**src/verilog/port_caps_pkg.sv**
```systemverilog
// Shared constants for the port status and link capability register slice
package port_caps_pkg;

  // ----------------------------------------
  // Register offsets
  // ----------------------------------------
  localparam logic [7:0] DEVICE_ERROR_STATUS_OFS = 8'hC8;
  localparam logic [7:0] LINK_CAPABILITIES_OFS = 8'hCC;

  // ----------------------------------------
  // Status dword fields
  // ----------------------------------------
  localparam int ERR_FLAG_LSB = 16;
  localparam int ERR_FLAG_CNT = 4;
  localparam int AUX_PWR_BIT = 20;
  localparam int TRANS_PEND_BIT = 21;
  localparam int ERR_BYTE_LANE = 2;
  localparam logic AUX_PWR_RST = 1'h1;

  // ----------------------------------------
  // Link capability fields
  // ----------------------------------------
  localparam int SPEED_LSB = 0;
  localparam int WIDTH_LSB = 4;
  localparam int ASPM_LSB = 10;
  localparam int L0S_LSB = 12;
  localparam int L1_LSB = 15;
  localparam int CLKPM_BIT = 18;
  localparam int SURPRISE_BIT = 19;
  localparam int DLL_ACT_BIT = 20;
  localparam int BW_NOTIFY_BIT = 21;
  localparam int PORT_NUM_LSB = 24;

  // ----------------------------------------
  // Link capability reset values
  // ----------------------------------------
  localparam logic [3:0] SPEED_2G5 = 4'h1;
  localparam logic [3:0] SPEED_5G0 = 4'h2;
  localparam logic [3:0] SPEED_RST = SPEED_5G0;
  localparam logic [5:0] WIDTH_X4 = 6'h04;
  localparam logic [5:0] WIDTH_X1 = 6'h01;
  localparam logic [1:0] ASPM_RST = 2'h0;
  localparam logic [2:0] L0S_RST = 3'h3;
  localparam logic [2:0] L1_RST = 3'h0;
  localparam logic CLKPM_UP_RST = 1'h1;
  localparam logic SURPRISE_RST = 1'h0;
  localparam logic BW_NOTIFY_RST = 1'h0;
  localparam logic [2:0] UPSTREAM_PORT_IDX = 3'h0;
  localparam int PORT_COUNT = 6;
  localparam logic [1:0] STRAP_SETTLE_CYCLES = 2'h2;

endpackage

```
**src/verilog/error_flag_bank.sv**
```systemverilog
// Sticky write-one-to-clear error flags, one per error class
`timescale 1ns/1ps
module error_flag_bank #(
  parameter int N = 4
) (
  // Clock and reset
  input wire logic i_clk,
  input wire logic i_rst_b,
  // Events and clears
  input wire logic [N-1:0] i_set,
  input wire logic [N-1:0] i_clr,
  // Flags
  output logic [N-1:0] o_flag
);

  if (N < 1 || N > 8) begin : g_bad_n
    $error("error_flag_bank: N out of range");
  end

  typedef struct packed {
    logic [N-1:0] flag;
  } state_t;

  state_t st;
  state_t next_st;

  // ----------------------------------------
  // Per-flag update: set beats clear
  // ----------------------------------------
  always_comb begin
    next_st = st;
    for (int k = 0; k < N; k++) begin
      next_st.flag[k] = i_set[k] | (st.flag[k] & ~i_clr[k]);
    end
  end

  always_ff @(posedge i_clk or negedge i_rst_b) begin
    if (!i_rst_b) begin
      st <= '0;
    end else begin
      st <= next_st;
    end
  end

  assign o_flag = st.flag;

endmodule

```
**src/verilog/link_cap_store.sv**
```systemverilog
// Link capability image: strap defaults plus external override loads
`timescale 1ns/1ps
module link_cap_store (
  // Clock and reset
  input wire logic i_clk,
  input wire logic i_rst_b,
  // Default load from captured straps
  input wire logic i_load,
  input wire logic i_upstream,
  input wire logic i_four_lane,
  input wire logic [7:0] i_port_num,
  // Override from serial management or autoload
  input wire logic i_ovr_we,
  input wire logic [31:0] i_ovr_data,
  // Capability image
  output logic [31:0] o_cap
);

  typedef struct packed {
    logic [7:0] port_num;
    logic bw_notify;
    logic dll_act;
    logic surprise;
    logic clkpm;
    logic [2:0] l1;
    logic [2:0] l0s;
    logic [1:0] aspm;
    logic [5:0] width;
    logic [3:0] speed;
  } state_t;

  state_t st;
  state_t next_st;

  // ----------------------------------------
  // Defaults, then overrides of writable fields
  // ----------------------------------------
  always_comb begin
    next_st = st;
    if (i_load) begin
      next_st.speed = port_caps_pkg::SPEED_RST;
      next_st.width = (i_upstream && i_four_lane) ? port_caps_pkg::WIDTH_X4 : port_caps_pkg::WIDTH_X1;
      next_st.aspm = port_caps_pkg::ASPM_RST;
      next_st.l0s = port_caps_pkg::L0S_RST;
      next_st.l1 = port_caps_pkg::L1_RST;
      next_st.clkpm = i_upstream ? port_caps_pkg::CLKPM_UP_RST : 1'h0;
      next_st.surprise = port_caps_pkg::SURPRISE_RST;
      next_st.dll_act = ~i_upstream;
      next_st.bw_notify = port_caps_pkg::BW_NOTIFY_RST;
      next_st.port_num = i_port_num;
    end else if (i_ovr_we) begin
      next_st.aspm = i_ovr_data[port_caps_pkg::ASPM_LSB +: 2];
      next_st.l0s = i_ovr_data[port_caps_pkg::L0S_LSB +: 3];
      next_st.l1 = i_ovr_data[port_caps_pkg::L1_LSB +: 3];
      // Downstream ports keep clock PM hardwired low
      next_st.clkpm = i_upstream & i_ovr_data[port_caps_pkg::CLKPM_BIT];
      next_st.surprise = i_ovr_data[port_caps_pkg::SURPRISE_BIT];
      next_st.bw_notify = i_ovr_data[port_caps_pkg::BW_NOTIFY_BIT];
      next_st.port_num = i_ovr_data[port_caps_pkg::PORT_NUM_LSB +: 8];
    end
  end

  always_ff @(posedge i_clk or negedge i_rst_b) begin
    if (!i_rst_b) begin
      st.speed <= port_caps_pkg::SPEED_RST;
      st.width <= port_caps_pkg::WIDTH_X1;
      st.aspm <= port_caps_pkg::ASPM_RST;
      st.l0s <= port_caps_pkg::L0S_RST;
      st.l1 <= port_caps_pkg::L1_RST;
      st.clkpm <= 1'h0;
      st.surprise <= port_caps_pkg::SURPRISE_RST;
      st.dll_act <= 1'h0;
      st.bw_notify <= port_caps_pkg::BW_NOTIFY_RST;
      st.port_num <= 8'h00;
    end else begin
      st <= next_st;
    end
  end

  // Reserved bits 23:22 read as zero
  assign o_cap = {st.port_num, 2'h0, st.bw_notify, st.dll_act, st.surprise, st.clkpm,
                  st.l1, st.l0s, st.aspm, st.width, st.speed};

endmodule

```
**src/verilog/port_status_link_caps.sv**
```systemverilog
// Per-port error status and link capability configuration registers
`timescale 1ns/1ps
// Behaviour
// - Correctable error sets status bit 16; write one clears; resets zero.
// - Non-fatal error sets status bit 17; write one clears; resets zero.
// - Fatal error sets status bit 18; write one clears; resets zero.
// - Unsupported request sets status bit 19; write one clears; resets zero.
// - Error logging ignores the reporting enables of device control.
// - Status bit 20 shows auxiliary power present; resets to one.
// - Transactions-pending bit 21 always reads zero.
// - Max link speed bits 3:0 reset to the 5.0 Gb/s code.
// - Max width x4 on four-lane upstream port, otherwise x1.
// - ASPM support bits 11:10 read-only, reset zero.
// - L0s exit latency bits 14:12 reset to code three.
// - L1 exit latency bits 17:15 reset to code zero.
// - Capability defaults except speed, width, data link active and downstream clock PM replaceable by serial management or autoload loads.
// - Clock PM bit 18 one on upstream after reset, zero downstream.
// - Data link active reporting bit 20 one downstream, zero upstream.
// - Port number bits 31:24 reset to the port index, clamped to the last port.
module port_status_link_caps #(
  parameter logic [2:0] PORT_INDEX_MAX = 3'h5
) (
  // Clock and reset
  input wire logic i_clk,
  input wire logic i_rst_b,
  // Configuration access
  input wire logic i_cfg_rd,
  input wire logic i_cfg_wr,
  input wire logic [7:0] i_cfg_addr,
  input wire logic [3:0] i_cfg_be,
  input wire logic [31:0] i_cfg_wdata,
  output logic o_cfg_ack,
  output logic [31:0] o_cfg_rdata,
  // Error detection pulses from port logic
  input wire logic i_err_correctable,
  input wire logic i_err_nonfatal,
  input wire logic i_err_fatal,
  input wire logic i_err_unsupported,
  // Device control reporting enables, not used for logging
  input wire logic [3:0] i_err_report_en,
  // Auxiliary power sense pin
  input wire logic i_aux_power,
  // Port straps
  input wire logic [2:0] i_port_index,
  input wire logic i_four_lane_mode,
  // Capability override load
  input wire logic i_cap_override_we,
  input wire logic [31:0] i_cap_override_data,
  // Status to port logic
  output logic [3:0] o_err_flags,
  output logic [31:0] o_link_caps
);

  // ----------------------------------------
  // Elaboration checks
  // ----------------------------------------
  if (int'(PORT_INDEX_MAX) >= port_caps_pkg::PORT_COUNT) begin : g_bad_index_max
    $error("port_status_link_caps: PORT_INDEX_MAX exceeds port count");
  end
  if (int'(port_caps_pkg::UPSTREAM_PORT_IDX) > int'(PORT_INDEX_MAX)) begin : g_bad_upstream
    $error("port_status_link_caps: upstream index beyond last port");
  end
  if (port_caps_pkg::ERR_FLAG_CNT != 4) begin : g_bad_flag_cnt
    $error("port_status_link_caps: four error flags expected");
  end
  if ((port_caps_pkg::ERR_FLAG_LSB / 8) != port_caps_pkg::ERR_BYTE_LANE) begin : g_bad_lane
    $error("port_status_link_caps: flag field outside its byte lane");
  end
  if (port_caps_pkg::ERR_FLAG_LSB + port_caps_pkg::ERR_FLAG_CNT > port_caps_pkg::AUX_PWR_BIT) begin : g_bad_overlap
    $error("port_status_link_caps: flag field overlaps aux power bit");
  end
  if (port_caps_pkg::TRANS_PEND_BIT > 31) begin : g_bad_pend
    $error("port_status_link_caps: pending bit outside the dword");
  end

  // ----------------------------------------
  // Capability image layout checks
  // ----------------------------------------
  // The image is packed field by field, so the positions must abut
  if (port_caps_pkg::SPEED_LSB + 4 != port_caps_pkg::WIDTH_LSB) begin : g_bad_width_pos
    $error("port_status_link_caps: width field misplaced");
  end
  if (port_caps_pkg::WIDTH_LSB + 6 != port_caps_pkg::ASPM_LSB) begin : g_bad_aspm_pos
    $error("port_status_link_caps: power management field misplaced");
  end
  if (port_caps_pkg::ASPM_LSB + 2 != port_caps_pkg::L0S_LSB) begin : g_bad_l0s_pos
    $error("port_status_link_caps: L0s latency field misplaced");
  end
  if (port_caps_pkg::L0S_LSB + 3 != port_caps_pkg::L1_LSB) begin : g_bad_l1_pos
    $error("port_status_link_caps: L1 latency field misplaced");
  end
  if (port_caps_pkg::L1_LSB + 3 != port_caps_pkg::CLKPM_BIT) begin : g_bad_clkpm_pos
    $error("port_status_link_caps: clock PM bit misplaced");
  end
  if (port_caps_pkg::CLKPM_BIT + 3 != port_caps_pkg::BW_NOTIFY_BIT) begin : g_bad_flag_pos
    $error("port_status_link_caps: single-bit capability fields misplaced");
  end
  if (port_caps_pkg::PORT_NUM_LSB + 8 != 32) begin : g_bad_port_pos
    $error("port_status_link_caps: port number field misplaced");
  end

  // ----------------------------------------
  // Register state
  // ----------------------------------------
  typedef struct packed {
    // Strap synchronisers and settle count
    logic [2:0] idx_meta;
    logic [2:0] idx_sync;
    logic lane_meta;
    logic lane_sync;
    logic [1:0] settle;
    // Straps as captured once
    logic loaded;
    logic upstream;
    logic four_lane;
    logic [7:0] port_num;
    // Auxiliary power synchroniser
    logic aux_meta;
    logic aux_sync;
    // Access answer
    logic ack;
    logic [31:0] rdata;
  } state_t;

  state_t st;
  state_t next_st;

  // ----------------------------------------
  // Internal signals
  // ----------------------------------------
  logic [3:0] err_events;
  logic [3:0] err_clear;
  logic [3:0] err_flags;

  logic [31:0] link_caps;
  logic [31:0] status_word;
  logic [31:0] read_word;

  logic hit_status;
  logic wr_status;
  logic flag_lane_en;

  logic strap_ready;
  logic cap_load;
  logic cap_ovr_we;
  logic unused_report_en;

  // ----------------------------------------
  // Port index clamp
  // ----------------------------------------
  // Out-of-range strap codes map to the last port
  function automatic logic [7:0] clamp_port(input logic [2:0] idx);
    logic [2:0] lim;
    lim = (idx > PORT_INDEX_MAX) ? PORT_INDEX_MAX : idx;
    return {5'h00, lim};
  endfunction

  // ----------------------------------------
  // Address decode
  // ----------------------------------------
  assign hit_status = (i_cfg_addr == port_caps_pkg::DEVICE_ERROR_STATUS_OFS);
  assign wr_status = i_cfg_wr & hit_status;
  assign flag_lane_en = i_cfg_be[port_caps_pkg::ERR_BYTE_LANE];

  // ----------------------------------------
  // Error logging
  // ----------------------------------------
  // Reporting enables deliberately play no part here
  assign unused_report_en = ^i_err_report_en;
  assign err_events = {i_err_unsupported, i_err_fatal, i_err_nonfatal, i_err_correctable};

  // Only written ones in the flag byte lane clear a flag
  for (genvar g = 0; g < port_caps_pkg::ERR_FLAG_CNT; g++) begin : g_clear
    assign err_clear[g] = wr_status & flag_lane_en & i_cfg_wdata[port_caps_pkg::ERR_FLAG_LSB + g];
  end

  error_flag_bank #(
    .N(port_caps_pkg::ERR_FLAG_CNT)
  ) u_err_flags (
    .i_clk(i_clk),
    .i_rst_b(i_rst_b),
    .i_set(err_events),
    .i_clr(err_clear),
    .o_flag(err_flags)
  );

  // ----------------------------------------
  // Capability load strobes
  // ----------------------------------------
  // Straps are read only once both synchroniser stages hold pin values
  assign strap_ready = (st.settle == port_caps_pkg::STRAP_SETTLE_CYCLES);
  assign cap_load = strap_ready & ~st.loaded;
  // Overrides wait until the defaults are in place
  assign cap_ovr_we = i_cap_override_we & st.loaded;

  // ----------------------------------------
  // Link capability image
  // ----------------------------------------
  link_cap_store u_caps (
    .i_clk(i_clk),
    .i_rst_b(i_rst_b),
    .i_load(cap_load),
    .i_upstream(next_st.upstream),
    .i_four_lane(next_st.four_lane),
    .i_port_num(next_st.port_num),
    .i_ovr_we(cap_ovr_we),
    .i_ovr_data(i_cap_override_data),
    .o_cap(link_caps)
  );

  // ----------------------------------------
  // Status word composition
  // ----------------------------------------
  always_comb begin
    status_word = 32'h0000_0000;
    status_word[port_caps_pkg::ERR_FLAG_LSB +: port_caps_pkg::ERR_FLAG_CNT] = err_flags;
    status_word[port_caps_pkg::AUX_PWR_BIT] = st.aux_sync;
    status_word[port_caps_pkg::TRANS_PEND_BIT] = 1'h0;
  end

  // ----------------------------------------
  // Read data select
  // ----------------------------------------
  always_comb begin
    read_word = 32'h0000_0000;
    case (i_cfg_addr)
      port_caps_pkg::DEVICE_ERROR_STATUS_OFS: begin
        read_word = status_word;
      end
      port_caps_pkg::LINK_CAPABILITIES_OFS: begin
        read_word = link_caps;
      end
      default: begin
        read_word = 32'h0000_0000;
      end
    endcase
  end

  // ----------------------------------------
  // Strap capture, pin sync, access answer
  // ----------------------------------------
  always_comb begin
    next_st = st;
    // Two stages before any logic reads a strap
    next_st.idx_meta = i_port_index;
    next_st.idx_sync = st.idx_meta;
    next_st.lane_meta = i_four_lane_mode;
    next_st.lane_sync = st.lane_meta;
    if (!strap_ready) begin
      next_st.settle = st.settle + 2'h1;
    end
    // Straps are caught once per reset
    if (cap_load) begin
      next_st.loaded = 1'h1;
      next_st.upstream = (st.idx_sync == port_caps_pkg::UPSTREAM_PORT_IDX);
      next_st.four_lane = st.lane_sync;
      next_st.port_num = clamp_port(st.idx_sync);
    end
    // Auxiliary power pin
    next_st.aux_meta = i_aux_power;
    next_st.aux_sync = st.aux_meta;
    // Answer one cycle after every request
    next_st.ack = i_cfg_rd | i_cfg_wr;
    next_st.rdata = i_cfg_rd ? read_word : 32'h0000_0000;
  end

  // ----------------------------------------
  // State register
  // ----------------------------------------
  always_ff @(posedge i_clk or negedge i_rst_b) begin
    if (!i_rst_b) begin
      // Strap capture restarts after every reset
      st.idx_meta <= 3'h0;
      st.idx_sync <= 3'h0;
      st.lane_meta <= 1'h0;
      st.lane_sync <= 1'h0;
      st.settle <= 2'h0;
      st.loaded <= 1'h0;
      st.upstream <= 1'h0;
      st.four_lane <= 1'h0;
      st.port_num <= 8'h00;
      st.aux_meta <= port_caps_pkg::AUX_PWR_RST;
      st.aux_sync <= port_caps_pkg::AUX_PWR_RST;
      st.ack <= 1'h0;
      st.rdata <= 32'h0000_0000;
    end else begin
      st <= next_st;
    end
  end

  // ----------------------------------------
  // Outputs
  // ----------------------------------------
  assign o_cfg_ack = st.ack;
  assign o_cfg_rdata = st.rdata;
  assign o_err_flags = err_flags;
  assign o_link_caps = link_caps;

endmodule

```
**config.mk**
```make
export PLATFORM = sky130hd
export DESIGN_NAME = port_status_link_caps
export DESIGN_NICKNAME = d
export VERILOG_FILES = /design/src/verilog/port_caps_pkg.sv /design/src/verilog/error_flag_bank.sv /design/src/verilog/link_cap_store.sv /design/src/verilog/port_status_link_caps.sv
export SDC_FILE = /design/constraint.sdc
export NUM_CORES = 1
export LEC_CHECK = 0
export BUFFER_PORTS_ARGS = -buffer_cell sky130_fd_sc_hd__buf_2
export CAP_MARGIN = 0
export CORE_ASPECT_RATIO = 2
export CORE_MARGIN = 3
export CORE_UTILIZATION = 31
export CTS_CLUSTER_DIAMETER = 30
export DETAILED_ROUTE_END_ITERATION = 10
export SETUP_SLACK_MARGIN = 0.3
export SLEW_MARGIN = 20
export SYNTH_ARGS = -nofsm -noshare
export SYNTH_HDL_FRONTEND = slang
export SYNTH_SLANG_ARGS = --single-unit
```
**constraint.sdc**
```tcl
create_clock -name i_clk -period 1.76 [get_ports i_clk]
set_clock_uncertainty 0.2 [all_clocks]
set_input_delay 0.528 -clock i_clk [delete_from_list [all_inputs] [get_ports i_clk]]
set_output_delay 0.528 -clock i_clk [all_outputs]
set_load 0.02 [all_outputs]
```
==> results.sh <==
export IMPL_grt_pass1_vias=1933
export IMPL_yosysMostFrequentCell="dfrtp_1"
export IMPL_synth_ff_type="dfrtp_1"
export IMPL_cpPeakStageDelay_ns=0.54
export IMPL_worstSetupEndpointType="output pin"
export IMPL_regToRegEndpoint="u_caps.o_cap[6]"
export IMPL_yosys_area_top_type="dfrtp_1"
export IMPL_worst_ep_arrival_time_ns=0.97
export IMPL_cts_sinks=64
export IMPL_cts_htree_levels=3
export IMPL_cts_path_max_buffers=2
export IMPL_grt_max_degree=65
export IMPL_ir_drop_v=0.0005497
export IMPL_critPathBufInv=1
export IMPL_syn_to_final_growth_pct=51.46
export IMPL_fin_crit_ns=1.699
export IMPL_crit_type="flop to output pin"
export IMPL_ios=163
export IMPL_coreArea_um2=8058
export IMPL_routed_wl_um=5884
export IMPL_synth_top_family_by_area="buffers and inverters"
export IMPL_synthTopCellsByCount="dfrtp_1 (59), buf_4 (43), and2_1 (18), a22o_1 (14), nor2_1 (13)"
export IMPL_pre_cts_slack_ns=0.002519
export IMPL_tritoncts="yes"
export IMPL_die_h_um=135.9
export IMPL_cp_num_cells=1
export IMPL_route_detailed_drc=0
export IMPL_p_leak_nw=2.012
export IMPL_yosysUniqueCellTypes=34
export IMPL_crit_path_start="u_caps.o_cap[13]"
export IMPL_setup_tns_ns=0
export IMPL_drt_pass1_iterations=3
export IMPL_avgSynthCellArea_um2=12.28
export IMPL_postCtsHoldBufs=0
export IMPL_antenna_cells=0
export IMPL_muxShareOfSynthArea_pct=2.296
export IMPL_drt_wirelength_per_cell_um=13.65
export IMPL_synth_xor_area_share_pct=0.3348
export IMPL_total_power_mw=3.823
export IMPL_ff2ff_setup_slack_ns=0.16
export IMPL_grt_pass1_wl_um=9287
export IMPL_fin_nets=425
export IMPL_fin_ws_ns=0.06057
export IMPL_r2r_cells=6
export IMPL_ys_seq_area_share_pct=61.45
export IMPL_critPathRequiredTime_ns=1.03
export IMPL_detailed_place_hpwl_um=4074
export IMPL_layout_drive_gt1_share_pct=51.34
export IMPL_crit_chain="buf_6"
export IMPL_endpoint="o_link_caps[13]"
export IMPL_chipWidth_um=70.96
export IMPL_failed_checks="negative hold slack"
export IMPL_via_count=1864
export IMPL_synth_simple_gate_area_share_pct=11.67
export IMPL_hold_class="input port to async pin"
export IMPL_yosys_area_top_type_share_pct=56.43
export IMPL_r2r_start="st[47]"
export IMPL_startpoint_type="flop"
export IMPL_powerDensity_nw_per_um2=964.7
export IMPL_cts_made_buffers=9
export IMPL_track_usage_pct=12.70
export IMPL_synth_compound_area_share_pct=8.752
export IMPL_final_util_pct=49.18
export IMPL_initialDrtViolationCount=77
export IMPL_fillers=710
export IMPL_setup_viol=0
export IMPL_rsz0062_at_grt="yes"
export IMPL_synth_adder_area_share_pct=0.4782
export IMPL_syn_inst=213
export IMPL_fp_dieArea_um2=9645
export IMPL_clk_latency_ns=0.32
export IMPL_async_flop_share_pct=100.0
export IMPL_viasPerCell=4.325
export IMPL_ys_warn_count=0
export IMPL_synth_area_um2=2616
export IMPL_synth_edf_count=0
export IMPL_holdWs_ns=-0.003323
export IMPL_ys_top_cells_by_area="dfrtp_1 (56%), buf_4 (12%), dfstp_2 (5.0%), a22o_1 (4.7%), and2_1 (4.3%)"
export IMPL_ys_ff_latch=64
export IMPL_rows=46
export IMPL_clk_pin_slew_worst_paths_ns=0.05
export IMPL_ant_nets=0
export IMPL_gp_congestion=0.7614
export IMPL_gr_total_overflow=0
export IMPL_multi_input_area_um2=737.0
export IMPL_portBuffers=95
export IMPL_path_max_fanout=2
export IMPL_hold_violations=5
export IMPL_drv_slew=0
export IMPL_seq_area_um2=1608
export IMPL_slowest_stage="dfstp_2"
export IMPL_start_util_pct=32.47
export IMPL_fin_crit_sh_pct=96.56
export IMPL_antenna_found_initial=0
export IMPL_cts_root_buf="clkbuf_16"
export IMPL_maxCapViolCount=0
export IMPL_outcome="complete, but fails checks"
export IMPL_crit_family="flip-flops"
export IMPL_fmax_ghz=0.5884
-- repair_timing --
action / CTS / global route
setup buffers: 26 / 9
pin swaps: 3 / 3
gates resized for setup: 108 / 3
endpoints found under the setup margin: 71 / 73
-- sequential cells by signal, indices dropped and copies added, names as in the netlist --
name,flops
st,9
u_caps.o_cap,22
u_err_flags.o_flag,4
o_cfg_rdata,23
o_cfg_ack,1
next_st,5
-- worst register-to-register path, delay by kind of cell (launching register included) --
family | cells | cell delay [ns]
fa+ha+maj | 1 | 0.19
flops | 1 | 0.40
simple gates | 2 | 0.25
buf+inv | 2 | 0.27
compound gates | 1 | 0.17
-- power by group --
part           leakage, nW  internal (mW)  switching, mW
clock                0.149           1.21          0.590
sequential           0.787           1.53         0.0405
combinational         1.08          0.227          0.218
-- worst min path at each step --
stage	startpoint	to
floorplan	i_rst_b	next_st[48]
global placement	next_st[52]	st[52]
detailed placement	next_st[50]	st[50]
CTS	i_rst_b	u_caps.o_cap[24]
global route	i_rst_b	st[48]
finish	i_rst_b	u_caps.o_cap[6]
-- layout make-up --
| class | instances | area share, % |
|---|---|---|
| clock buffers | 14 | 6.915 |
| flip-flops and latches | 64 | 40.57 |
| inverters | 6 | 0.5684 |
| clock inverters | 2 | 0.9473 |
| multi-input cells | 110 | 18.60 |
| well taps | 96 | 3.031 |
| repair buffers | 139 | 29.37 |
-- through the flow --
stage / area [um2] / instances
after floorplan: 2720 / 230
after CTS: 3889 / 422
after detailed placement: 3037 / 380
after global routing: 3963 / 431
after global placement: 3037 / 380
final: 3963 / 431
-- routing by layer --
layer | up-vias | share of wire (%) | global-route usage, %
met3 | 10 | 6.9 | 3.923
met1 | 887 | 37 | 13.71
met2 | 83 | 54 | 22.08
met5 | - | 0 | 0
met4 | 0 | 2.3 | 6.276
li1 | 884 | - | -
-- cells by family (layout without fill, tap and decap cells) --
kind of cell | Yosys count | after routing
other | 2 | 19
AO/OA/AOI/OAI | 29 | 29
multiplexers | 6 | 6
AND/OR/NAND/NOR | 54 | 54
adder cells (fa/ha/maj) | 1 | 1
buffers and inverters | 56 | 161
XOR/XNOR | 1 | 1
flip-flops | 64 | 64
-- layout by cell type (no fill, tap or decap), types with 2 or more instances in the layout --
cell type  count
inv_1          5
clkbuf_8       3
and2_1        17
clkbuf_16      9
a41oi_1        4
dfstp_2        5
a22o_1        14
buf_4         39
nor2_1        13
conb_1        19
buf_2         45
buf_6         52
nand3_1        3
dfrtp_1       59
buf_12         3
a21oi_2        2
or2_2          2
clkbuf_1       2
mux2i_1        6
o22a_1         2
o21ai_1        2
nand2_1        9
Power figures use the tool's default switching activity.
